==> src/liu_global_consts.vh <==
/*
 Constants for the line interface global control register bank: register
 indices, field positions, reset values and timing counts.
 Assumes a 100 MHz system clock and a 32-bit Avalon-MM register port.
*/
`ifndef LIU_GLOBAL_CONSTS_VH
`define LIU_GLOBAL_CONSTS_VH

// Channel count
`define NUM_CHANNELS 14
`define LOSS_WIDTH 6

// Register indices; byte address is four times the index
`define IDX_INT_RESET_CTRL 8'he0
`define IDX_LINE_OPTION_CTRL 8'he1
`define IDX_TERM_CABLE_LOSS_CTRL 8'he2

// Reset values
`define RST_INT_RESET_CTRL 8'h00
`define RST_LINE_OPTION_CTRL 8'h00
`define RST_TERM_CABLE_LOSS_CTRL 8'h00

// Interrupt and reset control fields
`define BIT_GLOBAL_INTERRUPT_GATE 1
`define BIT_SOFT_CIRCUIT_RESET 0

// Line option fields
`define GAUGE_MSB 5
`define GAUGE_LSB 4
`define BIT_RECEIVE_MUTE_ENABLE 2
`define BIT_EXTENDED_ZERO_COUNT 1
`define BIT_IN_CIRCUIT_TEST 0

// Gauge encodings
`define GAUGE_22_AND_24 2'h0
`define GAUGE_22 2'h1
`define GAUGE_24 2'h2
`define GAUGE_26 2'h3

// Termination and cable loss fields
`define BIT_RX_TERMINATION_SOURCE 6
`define MATCH_MSB 5
`define MATCH_LSB 0

// Soft reset hold time, least time rounded up to cycles
`define CLOCK_PERIOD_NS 10
`define SOFT_RESET_TIME_NS 10000
// Sized to the counter so the compare keeps equal widths; 10 us at 10 ns
`define SOFT_RESET_CYCLES 10'h3e8
`define SOFT_RESET_CNT_WIDTH 10

// Zero counts for digital loss of signal
`define ZERO_COUNT_NORMAL 13'h00af
`define ZERO_COUNT_EXTENDED 13'h1000
`define ZERO_CNT_WIDTH 13

`endif

==> src/liu_global_control_regs.v <==
/*
 Global control register bank of a 14-channel line interface unit:
 interrupt gate, soft circuit reset, wire gauge, receive mute, digital loss
 of signal zero counting, in-circuit-test tristate, termination source and
 cable-loss match interrupt.
 Assumes channel status, receive data and bit strobes come from logic on the
 same clock; only the global termination pin is asynchronous. reset is the
 hardware reset pin, already on this clock.
*/
`timescale 1ns/100ps
`default_nettype none
`include "liu_global_consts.vh"

module liu_global_control_regs (
  // Clock and hardware reset
  input wire clock,
  input wire reset,
  // Avalon-MM register port
  input wire [9:0] address,
  input wire read,
  input wire write,
  input wire [31:0] writedata,
  input wire [3:0] byteenable,
  output reg [31:0] readdata,
  output wire waitrequest,
  // Per-channel status from the channel logic
  input wire [13:0] chan_int_req,
  input wire [13:0] cable_loss_flag_enable,
  input wire [83:0] chan_cable_loss,
  input wire [13:0] receive_loss_of_signal,
  input wire [13:0] rx_termination_select,
  // Recovered receive data and bit strobes
  input wire [13:0] rx_pos_in,
  input wire [13:0] rx_neg_in,
  input wire [13:0] rx_bit_strobe,
  // Global termination pin, asynchronous
  input wire rx_termination_pin,
  // Receive data output pins
  output reg [13:0] rx_pos_out,
  output reg [13:0] rx_neg_out,
  output wire receive_data_outputs_oe,
  // Interrupt pin
  output reg interrupt_out,
  output wire interrupt_oe,
  // Configuration seen by the line circuits
  output wire gauge_22,
  output wire gauge_24,
  output wire gauge_26,
  output reg [13:0] rx_termination_active,
  output reg [13:0] digital_loss_of_signal,
  output reg [13:0] cable_loss_match,
  output reg internal_circuit_reset
);

  ////////////////////////////////////////////////////////////////////////////
  // Register storage and bus handshake

  reg [7:0] global_interrupt_reset_ctrl_r;
  reg [7:0] global_line_option_ctrl_r;
  reg [7:0] global_term_cable_loss_ctrl_r;
  reg ack_r;
  reg [31:0] readdata_nxt;
  wire aligned;
  wire [7:0] index;
  wire wr_take;
  wire sel_int_reset;
  wire sel_line_option;
  wire sel_term_cable;

  // One wait state per access; the answer edge is the one after request
  assign waitrequest = (read | write) & ~ack_r;
  assign aligned = (address[1:0] == 2'h0);
  assign index = address[9:2];
  assign sel_int_reset = aligned & (index == `IDX_INT_RESET_CTRL);
  assign sel_line_option = aligned & (index == `IDX_LINE_OPTION_CTRL);
  assign sel_term_cable = aligned & (index == `IDX_TERM_CABLE_LOSS_CTRL);
  assign wr_take = write & ack_r & byteenable[0];

  // Acknowledge toggles high for one cycle, then the master releases
  always @(posedge clock) begin
    if (reset) begin
      ack_r <= 1'b0;
    end else begin
      ack_r <= (read | write) & ~ack_r;
    end
  end

  // Register writes; only the hardware reset clears stored bits
  always @(posedge clock) begin
    if (reset) begin
      global_interrupt_reset_ctrl_r <= `RST_INT_RESET_CTRL;
      global_line_option_ctrl_r <= `RST_LINE_OPTION_CTRL;
      global_term_cable_loss_ctrl_r <= `RST_TERM_CABLE_LOSS_CTRL;
    end else if (wr_take) begin
      if (sel_int_reset) begin
        global_interrupt_reset_ctrl_r <= writedata[7:0];
      end
      if (sel_line_option) begin
        global_line_option_ctrl_r <= writedata[7:0];
      end
      if (sel_term_cable) begin
        global_term_cable_loss_ctrl_r <= writedata[7:0];
      end
    end
  end

  // Read mux; unmapped or misaligned addresses read zero
  always @* begin
    readdata_nxt = 32'h0000_0000;
    if (sel_int_reset) begin
      readdata_nxt = {24'h00_0000, global_interrupt_reset_ctrl_r};
    end else if (sel_line_option) begin
      readdata_nxt = {24'h00_0000, global_line_option_ctrl_r};
    end else if (sel_term_cable) begin
      readdata_nxt = {24'h00_0000, global_term_cable_loss_ctrl_r};
    end
  end

  // Read data captured in the wait cycle so it stands at the answer edge
  always @(posedge clock) begin
    if (reset) begin
      readdata <= 32'h0000_0000;
    end else if (read & ~ack_r) begin
      readdata <= readdata_nxt;
    end
  end

  ////////////////////////////////////////////////////////////////////////////
  // Field extraction

  wire gate_on;
  wire soft_reset_bit;
  wire [1:0] gauge_sel;
  wire mute_on;
  wire extended_on;
  wire ict_on;
  wire term_from_pin;
  wire [5:0] match_value;

  assign gate_on = global_interrupt_reset_ctrl_r[`BIT_GLOBAL_INTERRUPT_GATE];
  assign soft_reset_bit = global_interrupt_reset_ctrl_r[`BIT_SOFT_CIRCUIT_RESET];
  assign gauge_sel = global_line_option_ctrl_r[`GAUGE_MSB:`GAUGE_LSB];
  assign mute_on = global_line_option_ctrl_r[`BIT_RECEIVE_MUTE_ENABLE];
  assign extended_on = global_line_option_ctrl_r[`BIT_EXTENDED_ZERO_COUNT];
  assign ict_on = global_line_option_ctrl_r[`BIT_IN_CIRCUIT_TEST];
  assign term_from_pin = global_term_cable_loss_ctrl_r[`BIT_RX_TERMINATION_SOURCE];
  assign match_value = global_term_cable_loss_ctrl_r[`MATCH_MSB:`MATCH_LSB];

  ////////////////////////////////////////////////////////////////////////////
  // Soft circuit reset: bit must stay high for the full hold time

  reg [9:0] soft_cnt_r;
  wire soft_done;
  wire circuit_rst;

  assign soft_done = (soft_cnt_r == `SOFT_RESET_CYCLES);

  // Count while held; a short pulse never reaches the threshold
  always @(posedge clock) begin
    if (reset) begin
      soft_cnt_r <= 10'h000;
      internal_circuit_reset <= 1'b0;
    end else begin
      if (!soft_reset_bit) begin
        soft_cnt_r <= 10'h000;
      end else if (!soft_done) begin
        soft_cnt_r <= soft_cnt_r + 10'h001;
      end
      internal_circuit_reset <= soft_reset_bit & soft_done;
    end
  end

  // Circuits reset on either source; registers above ignore this
  assign circuit_rst = reset | internal_circuit_reset;

  ////////////////////////////////////////////////////////////////////////////
  // Wire gauge decode

  // Code 00 covers both 22 and 24 gauge cable
  assign gauge_22 = (gauge_sel == `GAUGE_22_AND_24) | (gauge_sel == `GAUGE_22);
  assign gauge_24 = (gauge_sel == `GAUGE_22_AND_24) | (gauge_sel == `GAUGE_24);
  assign gauge_26 = (gauge_sel == `GAUGE_26);

  ////////////////////////////////////////////////////////////////////////////
  // Termination pin synchroniser and source select

  reg term_pin_meta_r;
  reg term_pin_sync_r;

  // Two flops; only the second is read by logic
  always @(posedge clock) begin
    if (reset) begin
      term_pin_meta_r <= 1'b0;
      term_pin_sync_r <= 1'b0;
    end else begin
      term_pin_meta_r <= rx_termination_pin;
      term_pin_sync_r <= term_pin_meta_r;
    end
  end

  // Pin drives all channels at once when selected
  always @(posedge clock) begin
    if (circuit_rst) begin
      rx_termination_active <= 14'h0000;
    end else if (term_from_pin) begin
      rx_termination_active <= {14{term_pin_sync_r}};
    end else begin
      rx_termination_active <= rx_termination_select;
    end
  end

  ////////////////////////////////////////////////////////////////////////////
  // Per-channel logic: cable loss match, receive mute, zero counting

  wire [12:0] zero_threshold;

  // Threshold switch takes effect on the next bit strobe
  assign zero_threshold = extended_on ? `ZERO_COUNT_EXTENDED : `ZERO_COUNT_NORMAL;

  genvar ch;
  generate
    for (ch = 0; ch < `NUM_CHANNELS; ch = ch + 1) begin : chan
      reg [12:0] zero_cnt_r;
      wire line_zero;
      wire [5:0] loss_word;

      assign line_zero = ~rx_pos_in[ch] & ~rx_neg_in[ch];
      assign loss_word = chan_cable_loss[ch * `LOSS_WIDTH +: `LOSS_WIDTH];

      // Match is registered; compare holds while values stay equal
      always @(posedge clock) begin
        if (circuit_rst) begin
          cable_loss_match[ch] <= 1'b0;
        end else begin
          cable_loss_match[ch] <= cable_loss_flag_enable[ch] & (loss_word == match_value);
        end
      end

      // Muted data pulled low only on channels in loss of signal
      always @(posedge clock) begin
        if (circuit_rst) begin
          rx_pos_out[ch] <= 1'b0;
          rx_neg_out[ch] <= 1'b0;
        end else if (mute_on & receive_loss_of_signal[ch]) begin
          rx_pos_out[ch] <= 1'b0;
          rx_neg_out[ch] <= 1'b0;
        end else begin
          rx_pos_out[ch] <= rx_pos_in[ch];
          rx_neg_out[ch] <= rx_neg_in[ch];
        end
      end

      // Consecutive zeros counted per recovered bit; a mark restarts
      always @(posedge clock) begin
        if (circuit_rst) begin
          zero_cnt_r <= 13'h0000;
          digital_loss_of_signal[ch] <= 1'b0;
        end else if (rx_bit_strobe[ch]) begin
          if (!line_zero) begin
            zero_cnt_r <= 13'h0000;
            digital_loss_of_signal[ch] <= 1'b0;
          end else begin
            if (zero_cnt_r < zero_threshold) begin
              zero_cnt_r <= zero_cnt_r + 13'h0001;
            end
            // Declared when this zero brings the run to the threshold
            digital_loss_of_signal[ch] <= (zero_cnt_r + 13'h0001 >= zero_threshold);
          end
        end
      end
    end
  endgenerate

  ////////////////////////////////////////////////////////////////////////////
  // Interrupt pin and output enables

  // Gate masks every source, so nothing reaches the pin while low
  always @(posedge clock) begin
    if (circuit_rst) begin
      interrupt_out <= 1'b0;
    end else begin
      interrupt_out <= gate_on & (|(chan_int_req | cable_loss_match));
    end
  end

  // Test mode floats every pin; data flops keep running underneath
  assign receive_data_outputs_oe = ~ict_on;
  assign interrupt_oe = ~ict_on;

endmodule
`default_nettype wire

==> config.mk <==
export PLATFORM = sky130hd
export DESIGN_NAME = liu_global_control_regs
export DESIGN_NICKNAME = d
export VERILOG_FILES = /design/src/liu_global_control_regs.v
export VERILOG_INCLUDE_DIRS = /design/src /design/src/src
export SDC_FILE = /design/constraint.sdc
export NUM_CORES = 1
export LEC_CHECK = 0
export ABC_AREA = 1
export BUFFER_PORTS_ARGS = -buffer_cell sky130_fd_sc_hd__buf_2
export CAP_MARGIN = 20
export CORE_MARGIN = 5
export CORE_UTILIZATION = 58
export CTS_BUF_LIST = sky130_fd_sc_hd__clkbuf_4
export DETAILED_ROUTE_END_ITERATION = 6
export GPL_TIMING_DRIVEN = 0
export PLACE_DENSITY = 0.82
export SLEW_MARGIN = 20
export SYNTH_ARGS = -nofsm -noshare
export SYNTH_HDL_FRONTEND = slang
export SYNTH_SLANG_ARGS = --single-unit
==> constraint.sdc <==
create_clock -name clock -period 13.5 [get_ports clock]
set_clock_uncertainty 0.2 [all_clocks]
set_input_delay 2.7 -clock clock [delete_from_list [all_inputs] [get_ports clock]]
set_output_delay 2.7 -clock clock [all_outputs]
set_load 0.05 [all_outputs]
==> out/qor.csv <==
metric,value,unit
Max VDD drop,62.9,uV
Startpoint Class,input pin,
layout cells sized above 1,0.144,
post-DP HPWL,45.4,mm
HP Start,term_pin_meta_r$_SDFF_PP0_,
Residual DRC,0,
core area,35300,sq um
Final period util,0.451,
largest cells by area after synthesis,"dfxtp_1, ha_1, nand2_1",
RD Place Congestion,0.956,
CP Class,in2out,
Gate power share,0.097,
Clock H-tree levels,3,
Vias/cell,5.50,
reg2reg path depth,14,
Clock transition at path regs,0.07,ns
maxcap violations,0,
setup violators final,0,
Clock power frac,0.425,
syn avg cell area,6.88,sq um
Starting Density,0.584,
switching share of power,0.279,
worst-margin pin slew,1.15,ns
GR Util All Layers,0.296,
initial antenna violation count,4,
final-layout fill cell count,3185,
Post-synth EDFFs,0,
#FFs+latches synth,299,
maximum number of pins on one net before global-route repair,52,
WL/cell,15.3,microns
Period minus WS final,6.09,ns
CTS tree,yes,
RSZ-0062 raised after global routing,no,
vias post-DR,21500,
total grt overflow,0,
most instantiated cells after synthesis,"nand2_1, nor2_1, dfxtp_1",
Post-CTS Resized,0,
ys flop type,dfxtp_1,
die height,199,microns
CP top delay family,buffers and inverters,
die area,39400,sq um
worst-path fanout max,2,
# Post-CTS Setup Buffers,0,
P_sw,0.000526,W
Total Nets Final,3843,
Rows,69,
crit path DAT,3.19,ns
vias in the first global route,21200,
Hold Path End,term_pin_sync_r$_SDFF_PP0_,
Port Buffers,291,
I/O pins,343,
Initial DRC Count,1479,
FF-to-FF setup slack,9.57,ns
share of the synthesized area in the top cell type,0.290,
first-pass GRT wire length,98.2,mm
Buf/Inv on CP,2,
share of power burned in registers,0.478,
Fmax,164,MHz
Synth warnings,0,
Clock Tree Buf Depth,3,
WP data required,10.60,ns
"Area growth, synth to finish",15.5,%
root buf cell,clkbuf_4,
crit-path cells,"buf_2, nor2_1, nor2_1, buf_2",
Power Dens Cells,79.1,nW/um^2
cts bufs inserted,80,
Netlist Area Pre-Place,20600,sq um
final hold vios,0,
status,"finished, final reports clean",
Worst Hold Depth,2,
CP Capture Type,primary output,
CP max-delay cell,buf_2,
P_leak,11.4,nW
clock sink total,299,
Pwr Total,0.00188,W
CTS Hold Bufs,0,
RR Startpoint,global_line_option_ctrl_r[1]$_SDFFE_PP0P_,
worst r2r dst,chan[11].zero_cnt_r[11]$_SDFFE_PP0P_,
"FFs w/ async S/R, synth",0,
internal power,0.00136,W
setup TNS,0,ns
Slew Limit Headroom,0.232,
"Distinct cells, synth",41,
post-route antenna net violation count,0,
"Seq/Total Area, Yosys",0.290,
most numerous cell in the Yosys netlist,nand2_1,
die width,199,microns
Pre-antenna DRT Iters,7,
fin util,0.674,
final WL,59.8,mm
"slowest stage delay, CP",0.20,ns
cell taking the most area after synthesis,dfxtp_1,
Final Max Tran Viols,0,
Worst-Skew Late Latency,0.73,ns
Tightest Hold Check Type,reg2reg,
post-synthesis instance total,2999,
==> cells by family after synthesis <==
kind of cell | count (synthesis) | share of synthesized area
other cells | 1 | 0.000182
simple gates | 1434 | 0.301
xor+xnor | 184 | 0.0782
buf+inv | 411 | 0.0814
flops | 299 | 0.290
fa+ha+maj | 212 | 0.129
compound gates | 458 | 0.120
==> power by group through the flow <==
stage / clock [W] / sequential (W) / combinational, W
2_1_floorplan: 0 / 0.000949 / 0.0000803
3_3_place_gp: 0 / 0.000919 / 0.000178
3_5_place_dp: 0 / 0.000919 / 0.000182
4_1_cts: 0.000820 / 0.000899 / 0.000183
5_1_grt: 0.000871 / 0.000900 / 0.000198
6_report: 0.000800 / 0.000899 / 0.000183
==> worst min-delay path, cell delays in order, from the launching register on <==
cell	delay (ns)
dfxtp_1	0.30
inv_1	0.05
nor2_1	0.03
==> how the worst max path moves through the flow <==
stage	startpoint	cells after the start	end
detailed placement	write	4	waitrequest
floorplan	global_line_option_ctrl_r[1]$_SDFFE_PP0P_	11	chan[3].zero_cnt_r[10]$_SDFFE_PP0P_
global route	write	4	waitrequest
global placement	global_line_option_ctrl_r[1]$_SDFFE_PP0P_	11	chan[3].zero_cnt_r[12]$_SDFFE_PP0P_
CTS	write	4	waitrequest
finish	write	4	waitrequest
==> layout by cell type, fill, tap and decap left out, types with 5 or more instances in the layout <==
cell / instances
a211oi_1: 11
inv_1: 281
clkbuf_1: 64
o21bai_1: 7
nand4_1: 63
ha_1: 212
or2_2: 28
conb_1: 24
buf_2: 319
o21ai_0: 116
clkbuf_4: 107
a21oi_1: 267
clkinv_1: 26
buf_1: 5
o21a_1: 11
o2111ai_1: 6
o31ai_1: 17
nand3b_1: 23
o211ai_1: 8
xnor2_1: 52
xor2_1: 132
nand3_1: 249
nor3b_1: 10
nor2_1: 336
buf_4: 25
nor4_1: 34
a31oi_1: 8
nor3_1: 38
dfxtp_1: 298
nand2_1: 645
==> layer usage <==
| metal | vias to the layer above | wire [microns] | GRT usage |
|---|---|---|---|
| met5 | - | 0 | 0 |
| met4 | 0 | 2710 | 0.143 |
| met3 | 158 | 3880 | 0.0579 |
| met2 | 775 | 29400 | 0.525 |
| met1 | 9841 | 23800 | 0.342 |
| li1 | 10800 | - | - |
==> through the flow <==
stage          hold WS (ns)  instance area [sq um]  instances  setup slack (ns)
6_report              0.212                  23800       3915              7.41
5_1_grt               0.240                  23800       3915              7.38
4_1_cts               0.213                  23800       3913              7.41
3_5_place_dp          0.212                  22800       3777              7.41
3_3_place_gp          0.197                  22700       3774              2.20
2_1_floorplan         0.188                  20700       3022              6.26
==> sequential cells by signal, summed over array words and instances (netlist names), 10 cells and up <==
name	cells
rx_pos_out	14
digital_loss_of_signal	14
cable_loss_match	14
chan.zero_cnt_r	182
rx_neg_out	14
soft_cnt_r	10
rx_termination_active	14
==> cell type report <==
class | count | area [sq um] | area share
diodes | 2 | 5.00 | 0.000210
plain buffers | 123 | 598 | 0.0251
clock buffers | 107 | 803 | 0.0337
clock inverters | 29 | 176 | 0.00741
inverters | 288 | 1080 | 0.0455
multi-input cells | 2312 | 13000 | 0.548
flip-flops and latches | 299 | 5990 | 0.252
well taps | 461 | 577 | 0.0242
repair buffers | 294 | 1540 | 0.0646
Note: power is estimated with default switching activity, not from simulation.
